### src/common/ncps_defs.vh
// ncps_defs.vh: constants for the nand cache program / erase / status host controller
// assumes: included by bare name from the design files; definitions only
`ifndef NCPS_DEFS_VH
`define NCPS_DEFS_VH

// nand command opcodes
`define NCPS_CMD_PROG_SETUP   8'h80
`define NCPS_CMD_CACHE_CONF   8'h15
`define NCPS_CMD_PROG_CONF    8'h10
`define NCPS_CMD_ERASE_SETUP  8'h60
`define NCPS_CMD_ERASE_CONF   8'hD0
`define NCPS_CMD_STATUS       8'h70
`define NCPS_CMD_READ         8'h00
`define NCPS_CMD_ID           8'h90
`define NCPS_ID_ADDR          8'h00

// address cycle counts and id byte count
`define NCPS_PROG_ADDR_CYC    3'h5
`define NCPS_ERASE_ADDR_CYC   3'h3
`define NCPS_ID_BYTES         3'h5

// page size in bus units (x8 bytes / x16 words)
`define NCPS_PAGE_X8          13'h1100
`define NCPS_PAGE_X16         13'h0880

// operation_status bit positions
`define NCPS_SR_FAIL_N        0
`define NCPS_SR_FAIL_N1       1
`define NCPS_SR_ARRAY_RDY     5
`define NCPS_SR_CACHE_RDY     6
`define NCPS_SR_WP_N          7

// host register offsets (byte addresses)
`define NCPS_REG_CTRL         8'h00
`define NCPS_REG_ADDR_LO      8'h04
`define NCPS_REG_ADDR_HI      8'h08
`define NCPS_REG_DATA         8'h0C
`define NCPS_REG_STATUS       8'h10
`define NCPS_REG_ID_LO        8'h14
`define NCPS_REG_ID_HI        8'h18

// ctrl register fields
`define NCPS_CTRL_OP_LSB      0
`define NCPS_CTRL_LAST_BIT    4
`define NCPS_CTRL_X16_BIT     5
`define NCPS_CTRL_GO_BIT      8

// host operation codes
`define NCPS_OP_CACHE_PROG    3'h1
`define NCPS_OP_ERASE         3'h2
`define NCPS_OP_STATUS        3'h3
`define NCPS_OP_READ_ID       3'h4

// pin timing: strobe low and high phases, and hclk period (ns)
`define NCPS_T_STROBE_NS      25
`define NCPS_CLK_NS           5

`endif

### src/hdl/ncps_pin_sync.v
// ncps_pin_sync.v: three-flop synchroniser with agreement filter
// assumes: din is asynchronous to hclk; dout changes once flops two and three agree
`timescale 1ns/10ps
`default_nettype none

module ncps_pin_sync #(
	parameter W = 1
) (
	// clock and reset
	input  wire         hclk,
	input  wire         hresetn,
	// pins
	input  wire [W-1:0] din,
	output reg  [W-1:0] dout
);

	reg [W-1:0] s1_q;
	reg [W-1:0] s2_q;
	reg [W-1:0] s3_q;

	// s1 feeds only s2, so metastability never reaches logic
	always @(posedge hclk or negedge hresetn) begin
		if (!hresetn) begin
			s1_q <= {W{1'b0}};
			s2_q <= {W{1'b0}};
			s3_q <= {W{1'b0}};
			dout <= {W{1'b0}};
		end else begin
			s1_q <= din;
			s2_q <= s1_q;
			s3_q <= s2_q;
			if (s2_q == s3_q)
				dout <= s3_q;
		end
	end

endmodule // ncps_pin_sync

`default_nettype wire

### src/hdl/ncps_host.v
// ncps_host.v: ahb-lite controlled host that drives a nand device through its pins
// assumes: one device on the bus; software writes one data word per page unit; single clock
`timescale 1ns/10ps
`default_nettype none
`include "ncps_defs.vh"

module ncps_host #(
	parameter STROBE_CYC = (`NCPS_T_STROBE_NS + `NCPS_CLK_NS - 1) / `NCPS_CLK_NS
) (
	// clock and reset
	input  wire        hclk,
	input  wire        hresetn,
	// ahb-lite slave
	input  wire        hsel,
	input  wire [7:0]  haddr,
	input  wire [1:0]  htrans,
	input  wire        hwrite,
	input  wire [2:0]  hsize,
	input  wire [31:0] hwdata,
	input  wire        hready,
	output reg  [31:0] hrdata,
	output wire        hreadyout,
	output wire        hresp,
	// nand pins
	output reg         nand_ce_n,
	output reg         nand_cle,
	output reg         nand_ale,
	output reg         nand_we_n,
	output reg         nand_re_n,
	output reg  [15:0] nand_io_out,
	output reg         nand_io_oe,
	input  wire [15:0] nand_io_in,
	input  wire        nand_rb_n
);

	// states of the nand pin sequencer, from start to done
	localparam S_IDLE   = 4'h0;
	localparam S_CMD    = 4'h1;
	localparam S_ADDR   = 4'h2;
	localparam S_DATA   = 4'h3;
	localparam S_WAIT   = 4'h4;
	localparam S_CONF   = 4'h5;
	localparam S_POLLC  = 4'h6;
	localparam S_POLLR  = 4'h7;
	localparam S_IDREAD = 4'h8;
	localparam S_DONE   = 4'h9;

	// register state
	reg [2:0]  op_q;
	reg        last_q;
	reg        x16_q;
	reg        busy_q;
	reg [31:0] addr_lo_q;
	reg [7:0]  addr_hi_q;
	reg [15:0] wdata_q;
	reg        wvalid_q;
	reg [7:0]  status_q;
	reg [39:0] id_q;
	reg        err_q;
	reg        go_q;

	// pin machine state
	reg [3:0]  st_q;
	reg [3:0]  ret_q;
	reg [2:0]  cnt_q;
	reg [12:0] dcnt_q;
	reg [7:0]  tmr_q;
	reg [1:0]  ph_q;
	reg        conf_sent_q;

	// ahb address phase capture
	reg        dp_wr_q;
	reg        dp_rd_q;
	reg [7:0]  dp_addr_q;

	wire [15:0] io_s;
	wire        rb_s;

	ncps_pin_sync #(.W(17)) u_sync (
		.hclk    (hclk),
		.hresetn (hresetn),
		.din     ({nand_rb_n, nand_io_in}),
		.dout    ({rb_s, io_s})
	);

	// data register stalls the bus until the pin machine has taken the previous word
	wire stall = dp_wr_q && (dp_addr_q == `NCPS_REG_DATA) && wvalid_q;
	assign hreadyout = ~stall;
	assign hresp     = 1'b0;

	wire [12:0] page_units = x16_q ? `NCPS_PAGE_X16 : `NCPS_PAGE_X8;
	wire        tick = (tmr_q == 8'h00);
	wire        take = hsel && hready && htrans[1];

	// ahb address phase
	always @(posedge hclk or negedge hresetn) begin
		if (!hresetn) begin
			dp_wr_q   <= 1'b0;
			dp_rd_q   <= 1'b0;
			dp_addr_q <= 8'h00;
		end else if (hreadyout) begin
			dp_wr_q   <= take && hwrite;
			dp_rd_q   <= take && !hwrite;
			dp_addr_q <= haddr;
		end
	end

	// read data register
	always @(posedge hclk or negedge hresetn) begin
		if (!hresetn) begin
			hrdata <= 32'h00000000;
		end else if (take && !hwrite) begin
			case (haddr)
				// a pending go reads as busy; a poll whose address phase overlaps the start write's data phase still reads idle
				`NCPS_REG_CTRL:    hrdata <= {22'h0, err_q, busy_q | go_q, 2'h0, x16_q, last_q, 1'b0, op_q};
				`NCPS_REG_ADDR_LO: hrdata <= addr_lo_q;
				`NCPS_REG_ADDR_HI: hrdata <= {24'h000000, addr_hi_q};
				`NCPS_REG_STATUS:  hrdata <= {24'h000000, status_q};
				`NCPS_REG_ID_LO:   hrdata <= id_q[31:0];
				`NCPS_REG_ID_HI:   hrdata <= {24'h000000, id_q[39:32]};
				default:           hrdata <= 32'h00000000;
			endcase
		end
	end

	// software writes; go is a one-cycle start that is ignored while busy
	always @(posedge hclk or negedge hresetn) begin
		if (!hresetn) begin
			op_q      <= 3'h0;
			last_q    <= 1'b0;
			x16_q     <= 1'b0;
			addr_lo_q <= 32'h00000000;
			addr_hi_q <= 8'h00;
			go_q      <= 1'b0;
		end else begin
			go_q <= 1'b0;
			// after the confirm the sequencer only sends status reads
			if (st_q == S_WAIT && rb_s)
				op_q <= `NCPS_OP_STATUS;
			if (dp_wr_q && !stall) begin
				case (dp_addr_q)
					`NCPS_REG_CTRL: begin
						op_q   <= hwdata[2:0];
						last_q <= hwdata[`NCPS_CTRL_LAST_BIT];
						x16_q  <= hwdata[`NCPS_CTRL_X16_BIT];
						go_q   <= hwdata[`NCPS_CTRL_GO_BIT] && !busy_q;
					end
					`NCPS_REG_ADDR_LO: addr_lo_q <= hwdata;
					`NCPS_REG_ADDR_HI: addr_hi_q <= hwdata[7:0];
					default: ;
				endcase
			end
		end
	end

	// timer parked at full count while waiting, so no strobe phase comes out short
	wire tmr_hold = (st_q == S_IDLE) || (st_q == S_CONF) || (st_q == S_WAIT) ||
		(st_q == S_DATA && ph_q == 2'h0 && (!wvalid_q || dcnt_q == page_units));

	// strobe phase timer: ph 0 setup low, ph 1 high
	always @(posedge hclk or negedge hresetn) begin
		if (!hresetn)
			tmr_q <= 8'h00;
		else if (tmr_hold || tick)
			tmr_q <= STROBE_CYC[7:0] - 8'h01;
		else
			tmr_q <= tmr_q - 8'h01;
	end

	// address byte selector: program takes five cycles col lo, col hi, row lo, mid, hi; erase takes three cycles row lo, mid, hi
	reg [7:0] addr_byte;
	always @* begin
		case (cnt_q)
			3'h0:    addr_byte = (op_q == `NCPS_OP_ERASE) ? addr_lo_q[23:16] : addr_lo_q[7:0];
			3'h1:    addr_byte = (op_q == `NCPS_OP_ERASE) ? addr_lo_q[31:24] : addr_lo_q[15:8];
			3'h2:    addr_byte = (op_q == `NCPS_OP_ERASE) ? addr_hi_q : addr_lo_q[23:16];
			3'h3:    addr_byte = addr_lo_q[31:24];
			default: addr_byte = addr_hi_q;
		endcase
	end

	wire [2:0] addr_cycles = (op_q == `NCPS_OP_ERASE) ? `NCPS_ERASE_ADDR_CYC :
		(op_q == `NCPS_OP_READ_ID) ? 3'h1 : `NCPS_PROG_ADDR_CYC;

	reg [7:0] cmd_byte;
	always @* begin
		case (op_q)
			`NCPS_OP_CACHE_PROG: cmd_byte = conf_sent_q ? (last_q ? `NCPS_CMD_PROG_CONF
				: `NCPS_CMD_CACHE_CONF) : `NCPS_CMD_PROG_SETUP;
			`NCPS_OP_ERASE:      cmd_byte = conf_sent_q ? `NCPS_CMD_ERASE_CONF : `NCPS_CMD_ERASE_SETUP;
			`NCPS_OP_READ_ID:    cmd_byte = `NCPS_CMD_ID;
			default:             cmd_byte = `NCPS_CMD_STATUS;
		endcase
	end

	// data word handoff from bus to pin machine
	always @(posedge hclk or negedge hresetn) begin
		if (!hresetn) begin
			wdata_q  <= 16'h0000;
			wvalid_q <= 1'b0;
		end else begin
			if (dp_wr_q && dp_addr_q == `NCPS_REG_DATA && !wvalid_q) begin
				wdata_q  <= hwdata[15:0];
				wvalid_q <= 1'b1;
			end else if (st_q == S_DATA && ph_q == 2'h1 && tick) begin
				wvalid_q <= 1'b0;
			end
		end
	end

	// pin sequencer; while busy it only sends 70h and reads status
	always @(posedge hclk or negedge hresetn) begin
		if (!hresetn) begin
			st_q        <= S_IDLE;
			ret_q       <= S_IDLE;
			cnt_q       <= 3'h0;
			dcnt_q      <= 13'h0000;
			ph_q        <= 2'h0;
			conf_sent_q <= 1'b0;
			busy_q      <= 1'b0;
			err_q       <= 1'b0;
			status_q    <= 8'h00;
			id_q        <= 40'h0000000000;
			nand_ce_n   <= 1'b1;
			nand_cle    <= 1'b0;
			nand_ale    <= 1'b0;
			nand_we_n   <= 1'b1;
			nand_re_n   <= 1'b1;
			nand_io_out <= 16'h0000;
			nand_io_oe  <= 1'b0;
		end else begin
			case (st_q)
				S_IDLE: begin
					nand_ce_n <= 1'b1;
					if (go_q) begin
						busy_q      <= 1'b1;
						conf_sent_q <= 1'b0;
						cnt_q       <= 3'h0;
						dcnt_q      <= 13'h0000;
						ph_q        <= 2'h0;
						nand_ce_n   <= 1'b0;
						st_q        <= S_CMD;
						ret_q       <= (op_q == `NCPS_OP_STATUS) ? S_POLLR : S_ADDR;
					end
				end
				// command latch: cle high, we low then rising edge
				S_CMD: begin
					if (ph_q == 2'h0) begin
						nand_cle    <= 1'b1;
						nand_we_n   <= 1'b0;
						nand_io_oe  <= 1'b1;
						nand_io_out <= {8'h00, cmd_byte};
						if (tick)
							ph_q <= 2'h1;
					end else begin
						nand_we_n <= 1'b1;
						if (tick) begin
							nand_cle <= 1'b0;
							ph_q     <= 2'h0;
							st_q     <= ret_q;
							cnt_q    <= 3'h0;
						end
					end
				end
				S_ADDR: begin
					if (ph_q == 2'h0) begin
						nand_ale    <= 1'b1;
						nand_we_n   <= 1'b0;
						nand_io_oe  <= 1'b1;
						nand_io_out <= (op_q == `NCPS_OP_READ_ID) ? {8'h00, `NCPS_ID_ADDR}
							: {8'h00, addr_byte};
						if (tick)
							ph_q <= 2'h1;
					end else begin
						nand_we_n <= 1'b1;
						if (tick) begin
							ph_q  <= 2'h0;
							cnt_q <= cnt_q + 3'h1;
							if (cnt_q == addr_cycles - 3'h1) begin
								nand_ale <= 1'b0;
								cnt_q    <= 3'h0;
								conf_sent_q <= 1'b1;
								case (op_q)
									`NCPS_OP_CACHE_PROG: st_q <= S_DATA;
									`NCPS_OP_ERASE: begin
										st_q  <= S_CMD;
										ret_q <= S_CONF;
									end
									default: st_q <= S_IDREAD;
								endcase
							end
						end
					end
				end
				// page data from software, capped at one page
				S_DATA: begin
					if (dcnt_q == page_units) begin
						st_q  <= S_CMD;
						ret_q <= S_CONF;
					end else if (ph_q == 2'h0) begin
						if (wvalid_q) begin
							nand_we_n   <= 1'b0;
							nand_io_oe  <= 1'b1;
							nand_io_out <= wdata_q;
							if (tick)
								ph_q <= 2'h1;
						end
					end else begin
						nand_we_n <= 1'b1;
						if (tick) begin
							ph_q   <= 2'h0;
							dcnt_q <= dcnt_q + 13'h0001;
						end
					end
				end
				// confirm sent: wait for busy pin, then poll status
				S_CONF: begin
					nand_io_oe <= 1'b0;
					if (!rb_s)
						st_q <= S_WAIT;
				end
				S_WAIT: begin
					if (rb_s) begin
						ret_q <= (op_q == `NCPS_OP_CACHE_PROG && !last_q) ? S_POLLC : S_POLLR;
						st_q  <= S_CMD;
					end
				end
				// status read: re low, sample, re high
				S_POLLC, S_POLLR: begin
					nand_io_oe <= 1'b0;
					if (ph_q == 2'h0) begin
						nand_re_n <= 1'b0;
						if (tick)
							ph_q <= 2'h1;
					end else begin
						nand_re_n <= 1'b1;
						status_q  <= {io_s[7:5], 3'h0, io_s[1:0]};
						if (tick) begin
							ph_q <= 2'h0;
							if ((st_q == S_POLLC && io_s[`NCPS_SR_CACHE_RDY]) ||
								(st_q == S_POLLR && io_s[`NCPS_SR_ARRAY_RDY])) begin
								err_q <= (st_q == S_POLLC) ? io_s[`NCPS_SR_FAIL_N1]
									: io_s[`NCPS_SR_FAIL_N];
								st_q  <= S_DONE;
							end
						end
					end
				end
				S_IDREAD: begin
					nand_io_oe <= 1'b0;
					if (ph_q == 2'h0) begin
						nand_re_n <= 1'b0;
						if (tick)
							ph_q <= 2'h1;
					end else begin
						nand_re_n <= 1'b1;
						if (tick) begin
							ph_q <= 2'h0;
							id_q <= {io_s[7:0], id_q[39:8]};
							cnt_q <= cnt_q + 3'h1;
							if (cnt_q == `NCPS_ID_BYTES - 3'h1)
								st_q <= S_DONE;
						end
					end
				end
				// status mode stays in device until next command
				S_DONE: begin
					nand_ce_n <= 1'b1;
					busy_q    <= 1'b0;
					st_q      <= S_IDLE;
				end
				default: st_q <= S_IDLE;
			endcase
		end
	end

endmodule // ncps_host

`default_nettype wire

### config.mk
export PLATFORM = sky130hd
export DESIGN_NAME = ncps_host
export DESIGN_NICKNAME = d
export VERILOG_FILES = /design/src/hdl/ncps_pin_sync.v /design/src/hdl/ncps_host.v
export VERILOG_INCLUDE_DIRS = /design/src /design/src/common
export SDC_FILE = /design/constraint.sdc
export NUM_CORES = 1
export LEC_CHECK = 0
export BUFFER_PORTS_ARGS = -buffer_cell sky130_fd_sc_hd__buf_2
export CAP_MARGIN = 25
export CORE_MARGIN = 3
export CORE_UTILIZATION = 40
export CTS_CLUSTER_SIZE = 16
export DETAILED_ROUTE_END_ITERATION = 7
export GPL_ROUTABILITY_DRIVEN = 1
export GPL_TIMING_DRIVEN = 1
export PLACE_DENSITY = 0.66
export SYNTH_ARGS = -nofsm -noshare
export SYNTH_HDL_FRONTEND = slang
export SYNTH_SLANG_ARGS = --single-unit
export TNS_END_PERCENT = 1
### constraint.sdc
create_clock -name hclk -period 4 [get_ports hclk]
set_clock_uncertainty 0.1 [all_clocks]
set_input_delay 0.8 -clock hclk [delete_from_list [all_inputs] [get_ports hclk]]
set_output_delay 0.8 -clock hclk [all_outputs]
set_load 0.01 [all_outputs]
==> results of run 1 <==
-- layer usage --
layer / GRT usage / routed length, um / vias to the layer above
met2: 0.2814 / 12890 / 291
li1: - / - / 3748
met4: 0.04091 / 653 / 0
met5: 0 / 0 / -
met1: 0.2743 / 13410 / 4073
met3: 0.03419 / 1976 / 49
-- layout make-up --
type / count / area (um^2) / area share
clock buffers: 36 / 812.0 / 0.06028
flip-flops and latches: 266 / 6660 / 0.4944
diodes: 1 / 2.502 / 0.0001858
well taps: 378 / 473.0 / 0.03511
repair buffers: 130 / 718.2 / 0.05331
clock inverters: 15 / 170.2 / 0.01263
multi-input cells: 639 / 4568 / 0.3391
inverters: 18 / 67.56 / 0.005015
-- power by group --
part	internal [W]	total, W	switching [W]
sequential	0.00292	0.00317	0.000250
clock	0.00163	0.00272	0.00109
combinational	0.000618	0.00157	0.000948
total	0.00517	0.00746	0.00229
-- cell usage in the layout (no fill, tap or decap), types with 15 or more instances in the layout --
cell and count:
nand2_1 96, inv_1 17, xnor2_1 18, clkbuf_16 29, a21oi_1 38, mux2_2 118, o21ai_0 59, dfrtp_1 263
xor2_1 15, buf_2 116, nor2_1 49, a22oi_1 40, nor3_1 18
-- state kept, by name, indices dropped and copies added, names as in the netlist, 9 cells and up --
| name | cells |
|---|---|
| u_sync.s3_q | 17 |
| u_sync.s1_q | 17 |
| addr_lo_q | 32 |
| id_q | 40 |
| nand_io_out | 16 |
| u_sync.dout | 9 |
| dcnt_q | 13 |
| wdata_q | 16 |
| u_sync.s2_q | 17 |
| hrdata | 32 |
-- worst min path at each step --
stage / startpoint / to / slack (ns) / cells after the start
after floorplan: u_sync.s1_q[0] / u_sync.s2_q[0] / 0.23 / 0
after global placement: u_sync.s1_q[15] / u_sync.s2_q[15] / 0.23 / 0
after detailed placement: u_sync.s1_q[15] / u_sync.s2_q[15] / 0.23 / 0
after CTS: hresetn / u_sync.s1_q[8] / 0.08 / 1
after global routing: hresetn / u_sync.s1_q[8] / 0.10 / 1
final: hresetn / u_sync.s1_q[8] / 0.08 / 1
-- cells in the mapped netlist (3+ instances only) --
cell / instances / area, um^2
a21o_1: 11 / 82.58
a21oi_1: 38 / 190.2
a221o_1: 6 / 60.06
a221oi_1: 7 / 61.31
a222oi_1: 6 / 60.06
a22o_1: 3 / 26.28
a22oi_1: 40 / 300.3
a31oi_1: 7 / 43.79
a32o_1: 4 / 40.04
a32oi_1: 6 / 52.55
and2_1: 10 / 62.56
and3_1: 4 / 25.02
buf_2: 9 / 45.04
buf_4: 5 / 37.54
buf_6: 5 / 56.30
clkbuf_1: 32 / 120.1
dfrtp_1: 263 / 6581
dfstp_2: 3 / 78.83
ha_1: 9 / 112.6
inv_1: 17 / 63.81
mux2_2: 118 / 1329
mux2i_1: 4 / 40.04
nand2_1: 96 / 360.4
nand2b_1: 14 / 87.58
nand3_1: 13 / 65.06
nand3b_1: 5 / 37.54
nand4_1: 9 / 56.30
nor2_1: 51 / 191.4
nor2b_1: 4 / 25.02
nor3_1: 18 / 90.09
nor3b_1: 3 / 22.52
nor4_1: 3 / 18.77
o211ai_1: 3 / 22.52
o21ai_0: 59 / 295.3
o21ai_1: 4 / 20.02
o221ai_1: 3 / 26.28
or3_1: 5 / 31.28
xnor2_1: 18 / 157.7
xor2_1: 15 / 131.4
-- metrics by stage --
step | utilization | setup WS [ns] | total power (W) | cells | area, um^2
detailed placement | 0.4446 | 1.062 | 0.004768 | 1431 | 12490
global placement | 0.4446 | 1.098 | 0.004744 | 1431 | 12490
finish | 0.4796 | 0.7193 | 0.007463 | 1483 | 13470
global route | 0.4796 | 0.5406 | 0.007842 | 1483 | 13470
floorplan | - | 1.640 | 0.004287 | 975 | 11550
CTS | 0.4796 | 0.6810 | 0.007521 | 1482 | 13470
-- cell families after synthesis --
logic type | count (synthesis) | synth area share
buffers and inverters | 70 | 0.02859
other | 1 | 0.0003246
AO/OA/AOI/OAI | 216 | 0.1268
flip-flops | 266 | 0.5765
multiplexers | 123 | 0.1204
adder cells (fa/ha/maj) | 9 | 0.009747
XOR/XNOR | 33 | 0.02502
AND/OR/NAND/NOR | 257 | 0.1126
==> flow_metrics.py, run 1 <==
metrics = {
    "critical_path": {
        "arrival_ns": 2.38,
        "cp-end-kind": "output port",
        "r2r_cells": 6,
        "cp_cell_sequence": "or4b_1, nor4_4, nand4_1, buf_2",
        "worstReg2RegStart": "st_q[3]",
        "crit_required_ns": 3.10,
        "rrSetupSlack_ns": 1.05,
        "path_class": "reg2out",
        "worst_path_dominant_cell_family": "simple AND/OR/NAND/NOR gates",
        "crit_start": "dp_addr_q[6]",
        "crit_slowest_cell": "or4b_1",
        "r2r_end": "dcnt_q[9]",
        "worstPathMaxFanout": 10,
        "slowest_delay_ns": 0.59,
        "start_kind": "register",
        "cp-endpoint": "hreadyout",
        "crit_cells": 4,
        "path_buf_inv": 1,
    },
    "sta": {
        "worst_pin_slew_ns": 0.7941,
        "max_freq_ghz": 0.3048,
        "slew_viol_final": 0,
        "max_slew_margin": 0.4686,
        "holdWs_ns": 0.08043,
        "period_minus_slack_ns": 3.281,
        "finalHoldViolations": 0,
        "finalCritPeriodShare": 0.8202,
        "setup_tns_ns": 0,
        "setup_viol": 0,
        "grt_setup_unrepaired": "no",
    },
    "synthesis": {
        "syn_avg_cell_area_um2": 11.85,
        "syn-cell-area_um2": 11550,
        "synth-seq-cells": 266,
        "yosys_warnings": 0,
        "synth_fp_nets": 1051,
        "synth_edf_count": 0,
        "netlist_instances": 975,
        "yosysSeqAreaShare": 0.5765,
        "ys_async_sr_fraction": 1.000,
        "ys.flop_type": "dfrtp_1",
        "synth_cell_types": 77,
    },
    "cts": {
        "numClockSinks": 266,
        "clockBufferDepth": 3,
        "cts_resized": 0,
        "clkLatencyLatePin_ns": 0.55,
        "cts_made_buffers": 29,
        "cts-root-buf": "clkbuf_16",
        "cts_max_level": 1,
        "cts_tree": "done",
        "clk_pin_slew_worst_paths_ns": 0.06,
        "cts_setup_buffers": 0,
        "cts_hold_buffers": 0,
    },
    "route": {
        "via_count": 8161,
        "first_pass_iters": 5,
        "wl_mm": 28.92,
        "viasPerCell": 5.503,
        "drt_iter0_drc": 666,
        "postRouteAntennaNets": 0,
        "wl_per_cell_um": 19.50,
        "drc": 0,
    },
    "floorplanning": {
        "core-area_um2": 28090,
        "initial_core_util": 0.4114,
        "rows": 61,
        "io_pins": 123,
        "die_area_um2": 30960,
        "die_y_um": 176.0,
        "die_w_um": 176.0,
    },
    "grt": {
        "grt_pass1_wl_mm": 45.28,
        "overflow": 0,
        "grt_pass1_vias": 7867,
        "grt_max_degree": 98,
        "grt_use_total": 0.1840,
        "antenna_found_initial": 1,
    },
    "worst_hold_path": {
        "hp-class": "in2async",
    },
    "finish": {
        "drive_gt1_frac": 0.2908,
        "num-nets-final": 1160,
        "fillCellCount": 2608,
        "synthToLayoutAreaGrowth_pct": 16.60,
    },
    "flow_run": {
        "drv_cap": 0,
    },
    "pwr": {
        "p_leak_nw": 6.096,
        "ir_drop_v": 0.0002916,
        "p_per_area_nw_per_um2": 554.0,
    },
    "placed_design": {
        "port_buffers": 117,
        "hpwl_mm": 20.31,
        "gp_congestion": 0.9178,
    },
    "outcome": {
        "outcome": "completed",
    },
}
Note: power is estimated with default switching activity, not from simulation.
==> run 2: changes to the inputs <==
==> constraint.sdc (replaced) <==
create_clock -name hclk -period 3.3 [get_ports hclk]
set_clock_uncertainty 0.1 [all_clocks]
set_input_delay 0.66 -clock hclk [delete_from_list [all_inputs] [get_ports hclk]]
set_output_delay 0.66 -clock hclk [all_outputs]
set_load 0.01 [all_outputs]
==> run 2 against run 1 <==
  * Register-to-register slack got worse by 0.46 ns
  * Largest cell class unchanged
  * Highest routed layer is now met5
  * Largest power group unchanged
  * Worst hold slack got worse by 0.066 ns
  * Via count rose by 0.36%
  * Non-clock buffer count rose by 14
  * Count of clock-buffer cells in the layout rose by 2
==> flow_metrics.py, run 2 (same netlist as run 1, synthesis figures left out) <==
metrics = {
    "cts": {
        "clk_pin_slew_worst_paths_ns": 0.06,
        "cts_resized": 0,
        "numClockSinks": 266,
        "cts-root-buf": "clkbuf_16",
        "cts_made_buffers": 29,
        "cts_setup_buffers": 0,
        "clkLatencyLatePin_ns": 0.54,
        "cts_max_level": 1,
        "cts_hold_buffers": 0,
        "clockBufferDepth": 3,
        "cts_tree": "done",
    },
    "pwr": {
        "p_sw_frac": 0.3103,
        "clkPwrFrac": 0.363,
        "p_per_area_nw_per_um2": 666.1,
        "pwr-share-comb": 0.214,
        "p_leak_nw": 6.152,
        "p_switching_w": 0.002810,
        "p_seq_frac": 0.424,
        "p_int_w": 0.006246,
        "ir_drop_v": 0.0005021,
    },
    "route": {
        "drt_iter0_drc": 615,
        "postRouteAntennaNets": 0,
        "wl_mm": 28.96,
        "via_count": 8190,
        "first_pass_iters": 5,
        "wl_per_cell_um": 19.32,
        "drc": 0,
        "viasPerCell": 5.464,
    },
    "critical_path": {
        "slowest_delay_ns": 0.59,
        "arrival_ns": 2.37,
        "crit_slowest_cell": "or4b_1",
        "cp_cell_sequence": "or4b_1, nor4_4, nand4_1, buf_2",
        "path_buf_inv": 1,
        "cp-end-kind": "output port",
        "worst_path_dominant_cell_family": "simple AND/OR/NAND/NOR gates",
        "crit_required_ns": 2.54,
        "r2r_cells": 6,
        "worstPathMaxFanout": 10,
        "crit_cells": 4,
        "path_class": "reg2out",
        "start_kind": "register",
    },
    "finish": {
        "largest_register": "id_q",
        "mostFrequentLayoutCells": "263 x dfrtp_1, 118 x mux2_2, 116 x buf_2",
        "fillCellCount": 2579,
        "largest_reg_flops": 40,
        "final_common_cell": "dfrtp_1",
        "design_area_um2": 13600,
        "drive_gt1_frac": 0.3000,
        "synthToLayoutAreaGrowth_pct": 17.67,
        "largest_registers": "id_q: 40 flops, addr_lo_q: 32 flops, hrdata: 32 flops",
        "stdcell_count": 1499,
        "postLayoutCoreUtil": 0.4841,
        "num-nets-final": 1174,
    },
    "floorplanning": {
        "die_y_um": 176.0,
        "core-area_um2": 28090,
        "io_pins": 123,
        "die_w_um": 176.0,
        "rows": 61,
        "initial_core_util": 0.4114,
        "die_area_um2": 30960,
    },
    "worst_hold_path": {
        "hp-class": "in2async",
    },
    "sta": {
        "worst_pin_slew_ns": 0.7463,
        "finalHoldViolations": 0,
        "period_minus_slack_ns": 3.134,
        "finalCritPeriodShare": 0.9496,
        "setup_viol": 0,
        "slew_viol_final": 0,
        "setup_tns_ns": 0,
        "max_freq_ghz": 0.3191,
        "holdWs_ns": 0.01439,
        "grt_setup_unrepaired": "no",
        "max_slew_margin": 0.5010,
    },
    "flow_run": {
        "drv_cap": 0,
    },
    "placed_design": {
        "dpl_cell_area_um2": 12600,
        "dp_cells": 1445,
        "hpwl_mm": 20.79,
        "gp_congestion": 0.8607,
        "port_buffers": 117,
    },
    "grt": {
        "grt_use_total": 0.1839,
        "antenna_found_initial": 2,
        "grt_pass1_vias": 7934,
        "grt_pass1_wl_mm": 45.27,
        "grt_max_degree": 88,
        "overflow": 0,
    },
    "outcome": {
        "outcome": "completed",
    },
}
## run 2: metrics by stage
stage	power, W	setup WS [ns]
6_report	0.009056	0.1663
3_3_place_gp	0.005790	0.6013
2_1_floorplan	0.005196	1.080
5_1_grt	0.009517	0.008517
4_1_cts	0.009132	0.09097
3_5_place_dp	0.005818	0.5911
## run 2: worst reg2reg max path, stage by stage (launching register included)
cell,delay (ns)
dfrtp_1,0.58
and4bb_2,0.72
nand4_1,0.24
a32oi_2,0.49
nand4_1,0.21
xor2_1,0.17
nor2_1,0.06
## run 2: final timing paths
| path | from | to | slack (ns) |
|---|---|---|---|
| setup / recovery | dp_addr_q[6] | hreadyout | 0.17 |
| hold / removal | hresetn | u_sync.s1_q[8] | 0.01 |
| setup reg to reg | st_q[2] | dcnt_q[7] | 0.59 |
| hold reg to reg | u_sync.s1_q[8] | u_sync.s2_q[8] | 0.25 |
| max in group asynchronous | hresetn | addr_lo_q[28] | 2.16 |
| min in group hclk | nand_io_in[8] | u_sync.s1_q[8] | 0.12 |
## run 2: area by class of cell
class / instances / area (um^2) / area share
diodes: 1 / 2.502 / 0.0001841
repair buffers: 144 / 835.8 / 0.06148
clock buffers: 38 / 829.5 / 0.06102
inverters: 18 / 67.56 / 0.004970
well taps: 378 / 473.0 / 0.03479
multi-input cells: 639 / 4568 / 0.3360
flip-flops and latches: 266 / 6660 / 0.4899
clock inverters: 15 / 158.9 / 0.01169
## run 2: power by group through the flow
stage	Sequential [W]	Combinational (W)	Clock, W
4_1_cts	0.00383	0.00194	0.00336
5_1_grt	0.00387	0.00217	0.00348
2_1_floorplan	0.00380	0.00140	0
3_5_place_dp	0.00389	0.00193	0
6_report	0.00384	0.00194	0.00328
3_3_place_gp	0.00388	0.00191	0
## run 2: layer usage
metal | part of all wire | vias up | track usage
met3 | 0.063 | 41 | 0.03011
li1 | - | 3776 | -
met4 | 0.017 | 2 | 0.03893
met1 | 0.47 | 4104 | 0.2744
met2 | 0.45 | 267 | 0.2849
met5 | 0.00031 | - | 0
==> run 3: changes to the inputs <==
==> constraint.sdc (replaced) <==
create_clock -name hclk -period 3.03 [get_ports hclk]
set_clock_uncertainty 0.1 [all_clocks]
set_input_delay 0.606 -clock hclk [delete_from_list [all_inputs] [get_ports hclk]]
set_output_delay 0.606 -clock hclk [all_outputs]
set_load 0.01 [all_outputs]
==> run 3 against run 2 <==
  * Via count rose by 0.83%
  * Sequential power up 8.3%
  * Combinational power grew 12%
  * Largest cell class unchanged
  * Count of clock-buffer cells in the layout rose by 1
  * Register-to-register slack got worse by 0.17 ns
  * Routed wire length is 0.41% higher
==> flow_metrics.py, run 3 (same netlist as run 1, synthesis figures left out) <==
metrics = {
    "grt": {
        "overflow": 0,
        "grt_use_total": 0.1859,
        "grt_max_degree": 81,
        "grt_pass1_wl_mm": 45.69,
        "grt_pass1_vias": 8008,
        "antenna_found_initial": 1,
    },
    "route": {
        "drc": 0,
        "top_layer_used": "met5",
        "dr_wl_met2_mm": 12.97,
        "wl_per_cell_um": 19.33,
        "wl_met1_mm": 13.41,
        "viasPerCell": 5.491,
        "drt_iter0_drc": 589,
        "wl_mm": 29.08,
        "first_pass_iters": 6,
        "postRouteAntennaNets": 0,
        "via_count": 8258,
        "wl_met3_mm": 1.961,
    },
    "sta": {
        "grt_setup_unrepaired": "no",
        "setup_tns_ns": 0,
        "setup_viol": 0,
        "period_minus_slack_ns": 2.846,
        "holdWs_ns": 0.07268,
        "max_freq_ghz": 0.3514,
        "worst_pin_slew_ns": 0.7551,
        "slew_viol_final": 0,
        "finalHoldViolations": 0,
        "finalCritPeriodShare": 0.9393,
        "max_slew_margin": 0.4927,
    },
    "critical_path": {
        "start_kind": "register",
        "worstReg2RegStart": "tmr_q[0]",
        "r2r_cells": 8,
        "cp-end-kind": "output port",
        "crit_slowest_cell": "or4b_1",
        "arrival_ns": 2.14,
        "rrSetupSlack_ns": 0.42,
        "r2r_end": "st_q[1]",
        "crit_required_ns": 2.32,
        "slowest_delay_ns": 0.58,
        "cp_cell_sequence": "or4b_1, nor4_4, nand4_1, buf_2",
        "path_class": "reg2out",
        "worstPathMaxFanout": 5,
    },
    "placed_design": {
        "hpwl_mm": 20.95,
        "gp_congestion": 0.8900,
        "dpl_cell_area_um2": 12650,
        "port_buffers": 117,
    },
    "floorplanning": {
        "core-area_um2": 28090,
        "rows": 61,
        "die_area_um2": 30960,
        "initial_core_util": 0.4114,
        "die_w_um": 176.0,
        "io_pins": 123,
        "die_y_um": 176.0,
    },
    "finish": {
        "multi_input_area_um2": 4568,
        "synthToLayoutAreaGrowth_pct": 17.76,
        "largest_register": "id_q",
        "largest_registers": "id_q: 40 flops, addr_lo_q: 32 flops, hrdata: 32 flops",
        "mostFrequentLayoutCells": "263 x dfrtp_1, 118 x mux2_2, 116 x buf_2",
        "fillCellCount": 2593,
        "postLayoutCoreUtil": 0.4844,
        "regArea_um2": 6660,
        "final_common_cell": "dfrtp_1",
        "num-nets-final": 1180,
        "n_antenna_cell": 0,
        "drive_gt1_frac": 0.3002,
        "largest_reg_flops": 40,
        "design_area_um2": 13610,
    },
    "pwr": {
        "p_leak_nw": 6.175,
        "ir_drop_v": 0.0003621,
        "p_per_area_nw_per_um2": 721.1,
        "p_total_w": 0.009811,
    },
    "worst_hold_path": {
        "min_to": "u_sync.s1_q[8]",
        "hp-class": "in2reg",
        "whs_path_depth": 1,
        "hp-start": "nand_io_in[8]",
    },
    "cts": {
        "cts-root-buf": "clkbuf_16",
        "clockBufferDepth": 3,
        "clk_pin_slew_worst_paths_ns": 0.06,
        "cts_max_level": 1,
        "cts_tree": "done",
        "cts_made_buffers": 28,
        "clkLatencyLatePin_ns": 0.55,
        "numClockSinks": 266,
    },
    "flow_run": {
        "drv_cap": 0,
    },
    "outcome": {
        "outcome": "completed",
    },
}
run 3: area by class of cell:
type                    count  share of cell area
clock buffers              39             0.05978
flip-flops and latches    266              0.4895
multi-input cells         639              0.3358
inverters                  18            0.004966
well taps                 378             0.03476
clock inverters            13            0.009748
repair buffers            151             0.06548
run 3: worst max-delay path: cells and delay by family (launching register included):
| family | cells | cell delay (ns) |
|---|---|---|
| AND/OR/NAND/NOR | 3 | 1.06 |
| buffers and inverters | 1 | 0.19 |
| flip-flops | 1 | 0.35 |
run 3: metal layers:
metal,up-vias,global-route usage
li1,3788,-
met1,4123,0.2807
met2,291,0.2817
met3,54,0.02817
met4,2,0.04850
met5,-,0
run 3: report_power, final:
part	switching [W]	internal [W]
logic	0.00130	0.000867
registers	0.000304	0.00386
clock network	0.00143	0.00205
run 3: worst max path at each step:
stage	startpoint	to	slack, ns	cells past startpoint
CTS	dp_addr_q[6]	hreadyout	0.13	4
detailed placement	haddr[5]	hrdata[19]	0.36	7
global route	dp_addr_q[6]	hreadyout	0.08	4
global placement	haddr[5]	hrdata[28]	0.43	7
floorplan	dp_addr_q[6]	wdata_q[10]	0.83	6
finish	dp_addr_q[6]	hreadyout	0.18	4
run 3: what timing repair did:
action / 4_1_cts / 5_1_grt
hold endpoints to repair: 36 / 0
setup buffers: 0 / 0
hold buffers: 1 / 0
gates resized for setup: 0 / 0
run 3: per-stage QoR:
step / cells / setup WS [ns]
after CTS: 1504 / 0.1285
after global placement: 1451 / 0.4267
final: 1504 / 0.1839
after global routing: 1504 / 0.08477
after detailed placement: 1451 / 0.3563
after floorplan: 975 / 0.8330
